[config.mk]
export PLATFORM = sky130hd
export DESIGN_NAME = bpc_codec
export DESIGN_NICKNAME = d
export VERILOG_FILES = /design/src/logic/bpc_pkg.sv /design/src/logic/bpc_rx_decoder.sv /design/src/logic/bpc_codec.sv
export SDC_FILE = /design/constraint.sdc
export NUM_CORES = 1
export LEC_CHECK = 0
export ABC_AREA = 1
export CAP_MARGIN = 20
export CORE_MARGIN = 2
export CORE_UTILIZATION = 50
export CTS_CLUSTER_DIAMETER = 30
export DETAILED_ROUTE_END_ITERATION = 10
export DONT_BUFFER_PORTS = 1
export PLACE_DENSITY = 0.64
export SLEW_MARGIN = 0
export SYNTH_ARGS = -nofsm -noshare
export SYNTH_HDL_FRONTEND = slang
export SYNTH_SLANG_ARGS = --single-unit
[constraint.sdc]
create_clock -name core_clk -period 2.2 [get_ports core_clk]
set_input_delay 0.44 -clock core_clk [delete_from_list [all_inputs] [get_ports core_clk]]
set_output_delay 0.44 -clock core_clk [all_outputs]
set_load 0.1 [all_outputs]
[src/logic/bpc_pkg.sv]
// Package with shared constants and carrier types for the biphase mark codec
package bpc_pkg;
  // Unit interval at 50 MHz core clock: 300 kbit/s nominal gives 3333 ns
  localparam int unsigned CLK_PERIOD_NS = 20;
  localparam int unsigned UI_NS = 3333;
  localparam int unsigned UI_CYC = UI_NS / CLK_PERIOD_NS;
  localparam int unsigned HALF_CYC = UI_CYC / 2;
  // Receive windows as fractions of the unit interval
  localparam int unsigned RX_MID_LO = (UI_CYC * 3) / 8;
  localparam int unsigned RX_MID_HI = (UI_CYC * 5) / 8;
  localparam int unsigned RX_FULL_LO = (UI_CYC * 3) / 4;
  localparam int unsigned RX_FULL_HI = (UI_CYC * 5) / 4;
  localparam int unsigned CNT_W = 10;
  localparam logic [CNT_W-1:0] CNT_ZERO = 10'h000;
  localparam logic [CNT_W-1:0] CNT_ONE = 10'h001;

  // Transmit request from the protocol layer
  typedef struct packed {
    logic valid;
    logic data;
    logic last;
  } bpc_tx_bit_t;

  // Decoded receive bit
  typedef struct packed {
    logic valid;
    logic data;
  } bpc_rx_bit_t;

  // Pin carrier for one open channel pin
  typedef struct packed {
    logic out;
    logic oe;
  } bpc_pin_drv_t;

  typedef enum logic [1:0] {
    BPC_TX_IDLE = 2'b00,
    BPC_TX_PRE = 2'b01,
    BPC_TX_BIT = 2'b11,
    BPC_TX_CLOSE = 2'b10
  } bpc_tx_state_t;
endpackage : bpc_pkg

[src/logic/bpc_rx_decoder.sv]
// Receive decoder measuring edge spacing against the unit interval
`timescale 1ns/10ps
module bpc_rx_decoder #(
  parameter int unsigned CNT_W = bpc_pkg::CNT_W
) (
  input wire logic core_clk, // Core clock
  input wire logic rst, // Synchronous reset
  input wire logic ce, // Clock enable
  input wire logic line_in, // Selected line level, synchronous
  input wire logic rx_en, // Decoding allowed
  output bpc_pkg::bpc_rx_bit_t rx_bit // Decoded bit pulse
);
  logic prev_line;
  logic [CNT_W-1:0] gap;
  logic half_seen;
  logic locked;
  logic edge_now;

  assign edge_now = line_in ^ prev_line;

  // Edge spacing measurement and bit decision
  always_ff @(posedge core_clk)
  begin
    if (rst)
    begin
      prev_line <= 1'b0;
      gap <= bpc_pkg::CNT_ZERO;
      half_seen <= 1'b0;
      locked <= 1'b0;
      rx_bit <= '0;
    end
    else if (ce)
    begin
      prev_line <= line_in;
      rx_bit.valid <= 1'b0;
      if (!rx_en)
      begin
        gap <= bpc_pkg::CNT_ZERO;
        half_seen <= 1'b0;
        locked <= 1'b0;
      end
      else if (edge_now)
      begin
        gap <= bpc_pkg::CNT_ZERO;
        // Any first edge seen just arms timing, so a lost first edge is harmless
        if (!locked)
          locked <= 1'b1;
        else if (gap >= CNT_W'(bpc_pkg::RX_FULL_LO) && gap <= CNT_W'(bpc_pkg::RX_FULL_HI))
        begin
          rx_bit.valid <= 1'b1;
          rx_bit.data <= 1'b0;
          half_seen <= 1'b0;
        end
        else if (gap >= CNT_W'(bpc_pkg::RX_MID_LO) && gap <= CNT_W'(bpc_pkg::RX_MID_HI))
        begin
          if (half_seen)
          begin
            rx_bit.valid <= 1'b1;
            rx_bit.data <= 1'b1;
          end
          half_seen <= ~half_seen;
        end
        else
        begin
          // Out of window: resynchronise on this edge
          half_seen <= 1'b0;
        end
      end
      else if (gap > CNT_W'(bpc_pkg::RX_FULL_HI))
      begin
        locked <= 1'b0;
        half_seen <= 1'b0;
      end
      else
        gap <= gap + bpc_pkg::CNT_ONE;
    end
  end
endmodule : bpc_rx_decoder

[src/logic/bpc_codec.sv]
// Biphase mark codec top: encoder, pin steering and decoder
`timescale 1ns/10ps
module bpc_codec #(
  parameter int unsigned UI_CYC = bpc_pkg::UI_CYC,
  parameter int unsigned CNT_W = bpc_pkg::CNT_W
) (
  input wire logic core_clk, // Core clock, 50 MHz
  input wire logic rst, // Synchronous reset, active high
  input wire logic ce, // Clock enable
  input wire logic supply_good, // Power-on supervisor good
  input wire logic orient_b, // Cable orientation, 1 selects line b
  input wire bpc_pkg::bpc_tx_bit_t tx_bit, // Bit to send
  output logic tx_ready, // Encoder took tx_bit at the clock edge that started this cycle
  output logic tx_busy, // Transmission in progress
  input wire logic channel_line_a_in, // Line a level
  output logic channel_line_a_out, // Line a drive value
  output logic channel_line_a_oe, // Line a drive enable
  input wire logic channel_line_b_in, // Line b level
  output logic channel_line_b_out, // Line b drive value
  output logic channel_line_b_oe, // Line b drive enable
  output bpc_pkg::bpc_rx_bit_t rx_bit // Decoded bits
);
  localparam logic [CNT_W-1:0] UI_LAST = CNT_W'(UI_CYC - 1);
  localparam logic [CNT_W-1:0] HALF_AT = CNT_W'(UI_CYC / 2);

  logic core_rst;
  bpc_pkg::bpc_tx_state_t state;
  logic [CNT_W-1:0] cnt;
  logic level;
  logic cur_bit;
  logic cur_last;
  logic drive;
  logic sel_b;
  logic rx_line;
  logic rx_bit_int_valid;
  bpc_pkg::bpc_rx_bit_t rx_int;

  // Logic stays in reset until supply is good
  assign core_rst = rst | ~supply_good;

  // Transmit sequencer: preamble low, coded cells, closing edge
  always_ff @(posedge core_clk)
  begin
    if (core_rst)
    begin
      state <= bpc_pkg::BPC_TX_IDLE;
      cnt <= bpc_pkg::CNT_ZERO;
      level <= 1'b0;
      cur_bit <= 1'b0;
      cur_last <= 1'b0;
      tx_ready <= 1'b0;
    end
    else if (ce)
    begin
      tx_ready <= 1'b0;
      case (state)
        bpc_pkg::BPC_TX_IDLE:
        begin
          if (tx_bit.valid)
          begin
            state <= bpc_pkg::BPC_TX_PRE;
            level <= 1'b0;
            cnt <= bpc_pkg::CNT_ZERO;
          end
        end
        bpc_pkg::BPC_TX_PRE:
        begin
          // One half cell of low before the first coded edge
          if (cnt == HALF_AT)
          begin
            state <= bpc_pkg::BPC_TX_BIT;
            cnt <= bpc_pkg::CNT_ZERO;
            level <= ~level;
            cur_bit <= tx_bit.data;
            cur_last <= tx_bit.last;
            tx_ready <= 1'b1;
          end
          else
            cnt <= cnt + bpc_pkg::CNT_ONE;
        end
        bpc_pkg::BPC_TX_BIT:
        begin
          if (cnt == HALF_AT && cur_bit)
            level <= ~level;
          if (cnt == UI_LAST)
          begin
            cnt <= bpc_pkg::CNT_ZERO;
            level <= ~level;
            if (cur_last || !tx_bit.valid)
              state <= bpc_pkg::BPC_TX_CLOSE;
            else
            begin
              cur_bit <= tx_bit.data;
              cur_last <= tx_bit.last;
              tx_ready <= 1'b1;
            end
          end
          else
            cnt <= cnt + bpc_pkg::CNT_ONE;
        end
        bpc_pkg::BPC_TX_CLOSE:
        begin
          // Hold the closing edge for half a cell, then release
          if (cnt == HALF_AT)
          begin
            state <= bpc_pkg::BPC_TX_IDLE;
            cnt <= bpc_pkg::CNT_ZERO;
            level <= 1'b0;
          end
          else
            cnt <= cnt + bpc_pkg::CNT_ONE;
        end
        default:
          state <= bpc_pkg::BPC_TX_IDLE;
      endcase
    end
  end

  assign drive = (state != bpc_pkg::BPC_TX_IDLE);

  // Orientation latched only while idle so a packet never switches pins
  always_ff @(posedge core_clk)
  begin
    if (core_rst)
      sel_b <= 1'b0;
    else if (ce && !drive)
      sel_b <= orient_b;
  end

  // Registered pin drivers, only the selected pin is ever enabled
  always_ff @(posedge core_clk)
  begin
    if (core_rst)
    begin
      channel_line_a_out <= 1'b0;
      channel_line_a_oe <= 1'b0;
      channel_line_b_out <= 1'b0;
      channel_line_b_oe <= 1'b0;
      tx_busy <= 1'b0;
    end
    else if (ce)
    begin
      channel_line_a_out <= level & ~sel_b;
      channel_line_b_out <= level & sel_b;
      channel_line_a_oe <= drive & ~sel_b;
      channel_line_b_oe <= drive & sel_b;
      tx_busy <= drive;
    end
  end

  // Receive from selected pin, muted while sending
  assign rx_line = sel_b ? channel_line_b_in : channel_line_a_in;

  bpc_rx_decoder #(
    .CNT_W(CNT_W)
  ) u_rx (
    .core_clk(core_clk),
    .rst(core_rst),
    .ce(ce),
    .line_in(rx_line),
    .rx_en(~drive),
    .rx_bit(rx_int)
  );

  assign rx_bit_int_valid = rx_int.valid;

  // Output register for decoded bits
  always_ff @(posedge core_clk)
  begin
    if (core_rst)
      rx_bit <= '0;
    else if (ce)
    begin
      rx_bit.valid <= rx_bit_int_valid;
      rx_bit.data <= rx_int.data;
    end
  end

  // Assertions
  chk_one_driver: assert property (@(posedge core_clk) disable iff (core_rst)
    !(channel_line_a_oe && channel_line_b_oe)) else $error("Both channel pins driven");
  chk_idle_release: assert property (@(posedge core_clk) disable iff (core_rst)
    ce && !drive |=> !channel_line_a_oe && !channel_line_b_oe) else $error("Line not released when idle");
  chk_preamble_low: assert property (@(posedge core_clk) disable iff (core_rst)
    ce && state == bpc_pkg::BPC_TX_IDLE && tx_bit.valid |=> !level) else $error("Preamble not starting low");
  chk_cell_toggle: assert property (@(posedge core_clk) disable iff (core_rst)
    ce && state == bpc_pkg::BPC_TX_BIT && cnt == UI_LAST |=> level != $past(level)) else $error("No cell edge");
  chk_zero_no_mid: assert property (@(posedge core_clk) disable iff (core_rst)
    ce && state == bpc_pkg::BPC_TX_BIT && cnt == HALF_AT && !cur_bit |=> level == $past(level))
    else $error("Mid edge on zero");
  chk_close_edge: assert property (@(posedge core_clk) disable iff (core_rst)
    ce && state == bpc_pkg::BPC_TX_BIT && cnt == UI_LAST && cur_last
    |=> state == bpc_pkg::BPC_TX_CLOSE && level != $past(level)) else $error("No closing edge");
  chk_supply_reset: assert property (@(posedge core_clk)
    !supply_good |=> state == bpc_pkg::BPC_TX_IDLE && !channel_line_a_oe && !channel_line_b_oe)
    else $error("Active without good supply");
  chk_rx_muted: assert property (@(posedge core_clk) disable iff (core_rst)
    ce && drive ##1 ce && drive ##1 ce |=> !rx_bit.valid) else $error("Decoding own transmission");
  chk_pre_pin_low: assert property (@(posedge core_clk) disable iff (core_rst)
    state == bpc_pkg::BPC_TX_PRE && $past(state) == bpc_pkg::BPC_TX_PRE
    |-> !channel_line_a_out && !channel_line_b_out) else $error("Preamble pin not low");
  chk_busy_oe: assert property (@(posedge core_clk) disable iff (core_rst)
    tx_busy == (channel_line_a_oe || channel_line_b_oe)) else $error("Busy and drive enable differ");
  chk_pin_steady: assert property (@(posedge core_clk) disable iff (core_rst)
    drive && $past(drive) |-> $stable(sel_b)) else $error("Pin changed during a packet");
  cov_one_bit: cover property (@(posedge core_clk) state == bpc_pkg::BPC_TX_BIT && cnt == HALF_AT && cur_bit);
  cov_close: cover property (@(posedge core_clk) state == bpc_pkg::BPC_TX_CLOSE);
  cov_rx_one: cover property (@(posedge core_clk) rx_bit.valid && rx_bit.data);
  cov_orient_b: cover property (@(posedge core_clk) channel_line_b_oe);
endmodule : bpc_codec

==> metrics <==
Routed Wire Length=4678 um; drt drc=0; Crit Path Class=flip-flop to flip-flop; Lkg Pwr=0.001020 uW; Final Hold Fails=0; Port Buffer Count=0; Yosys top cell by area=dfxtp_1; actual slew at the worst max-slew pin=0.6040 ns; Post-synth EDFFs=0; Final Critical Period=1.788 ns; nets=361; post-placement cell area=2315 um2; DP Worst Slack=0.4311 ns; first-pass GRT wire length=8231 um; H-tree depth=2; maxcap violations=0; post-synthesis cell count=331; via count=2,004; max incr delay on CP=0.37 ns; maximum vdd drop=348.0 uV; Slew headroom=59.69%; P per Cell Area=614.0 nW/um2; FFs w/ async S/R, synth=0%; area grow syn2layout=10.08%; Critical-path top delay cell=ha_1; Yosys warnings=0; Highest Clock Rate=559.4 MHz; Synth top area share=35.33%; RePlAce Congestion=0.8986; Finished Cell Area=2432 um2; status=complete, no violations; # diodes=0; die width=70.48 um; RSZ-0062 raised after global routing=no; CTS Buf Count=5; Required @ worst endpoint=2.40 ns; dpl hpwl=3492 um; CP Launch Type=flip-flop; starting density of the core=51.46%; Skew-Pair Late Insertion Delay=0.30 ns; Final Skew=0.009127 ns; CORE AREA=4294 um2; final worst-path cycle share=81.25%; Hold-fix buffers, CTS=0; Routed wire per std cell=11.84 um; Seq/Total Area, Yosys=35.33%; top_reg_cell synth=dfxtp_1; final setup violation count=0; vias per cell=5.073; minimum hold slack=0.2697 ns; Die Ht=70.48 um; Reg clk slew, reported paths=0.08 ns; CTS root buf=clkbuf_8; Final Max Tran Viols=0; DR iter-0 viols=96; Mean Syn Cell Area=6.676 um2; die footprint=4967 um2; share of layout cells above drive strength 1=12.54%; Yosys reg bits=39; post-cts gate resize count=0; CP arrival=1.99 ns; setup bufs post-CTS=0; worst min-delay path class=input pin to flip-flop; Clock Path Buffers=2; CTS tree=built; GRT Total Usage=20.91%; synthesized area=2210 um2; Synth cell types=30; total congestion overflow=0; Critical Path Fanout Max=10; Detailed Routing Iterations Pass 1=4; # IOs=18; setup ws final=0.4124 ns; Synth Net Count=350; count leader, synth=nand2_1; worst-path cell chain=inv_1 -> ha_1 -> inv_2 -> o21ai_4 -> inv_2 -> nand3_1 -> nor2_2 -> nor2_1 -> nor2_1; vias in the first global route=1,866; critical path endpoint category=flip-flop; synth cell count leaders=94 x nand2_1, 51 x nor2_1, 39 x dfxtp_1, 35 x inv_1, 24 x a21oi_1; Rows=24; Final TNS setup=0 ns; top post-synthesis cells by area=dfxtp_1 35%, nand2_1 16%, nor2_1 8.7%; initial antenna violation count=0; Antenna Nets Post-Route=0; pin count of the biggest net entering global routing=19; TritonCTS Sinks=39
==> metal layers <==
layer	wire length (um)	share of wire, %	GRT usage, %
met2	2240	48	35.01
met3	173	3.7	4.618
met5	0	0	0
met1	2175	46	25.76
met4	88	1.9	8.761
==> report_power, final <==
| part | switching (uW) | internal, uW |
|---|---|---|
| combinational | 101 | 42.8 |
| clock | 260 | 367 |
| sequential | 8.35 | 714 |
==> cell usage in the layout, fill, tap and decap left out, drive strengths merged <==
cell	count
o21bai	1
o2111ai	1
nor3	1
nand2	103
dfxtp	39
or2	2
nor2	53
xor2	4
buf	9
nand3	24
a21oi	28
clkbuf	6
nand4	4
clkinv	3
inv	39
o21ai	14
nor4	1
bufinv	1
nand3b	1
ha	9
==> worst paths after layout <==
check                           startpoint                  endpoint  slack [ns]  depth (start not counted)
setup / recovery     state[1]$_SDFFE_PP0P_     state[0]$_SDFFE_PP0P_        0.41                          9
hold / removal                   tx_bit[1]      cur_bit$_SDFFE_PP0P_        0.27                          2
setup reg to reg     state[1]$_SDFFE_PP0P_     state[0]$_SDFFE_PP0P_        0.41                          9
hold reg to reg   u_rx.gap[8]$_SDFFE_PP0P_  u_rx.gap[8]$_SDFFE_PP0P_        0.44                          2
==> critical path: cells and delay by family, from the launching register on <==
family          cells  cell delay, ns
flops               1            0.35
simple gates        4            0.34
compound gates      1            0.26
fa+ha+maj           1            0.37
buf+inv             3            0.37
==> area by class of cell <==
class,instances,area [um2]
Clock buffer,6,82.58
Clock inverter,2,35.03
Fill cell,432,1862
Inverter,41,158.9
Multi-Input combinational cell,246,1242
Sequential cell,39,780.7
Tap cell,52,65.06
Timing Repair Buffer,9,67.56
==> kinds of logic (layout without fill, tap and decap cells) <==
family,after synthesis,after routing,synth area share (%)
AOI/OAI and AO/OA,44,44,11.61
and+or+nand+nor,189,189,37.94
buffers and inverters,46,58,8.437
DFF,39,39,35.33
adders and majority gates,9,9,5.096
xor gates and xnor gates,4,4,1.585
==> stage by stage <==
step	std cells	power [uW]	util (%)
CTS	395	1511	56.64
floorplan	331	861.8	-
global placement	387	881.6	53.90
detailed placement	387	883.0	53.90
finish	395	1493	56.64
global route	395	1554	56.64
==> flip-flops by register name (all words and copies together), names as in the netlist <==
register            cells
cnt                    10
u_rx.gap               10
rx_bit                  2
state                   2
u_rx.rx_bit             2
channel_line_a_oe       1
channel_line_a_out      1
channel_line_b_oe       1
channel_line_b_out      1
cur_bit                 1
cur_last                1
level                   1
sel_b                   1
tx_busy                 1
tx_ready                1
u_rx.half_seen          1
u_rx.locked             1
u_rx.prev_line          1
No activity file was read; power rests on OpenSTA's default activity.
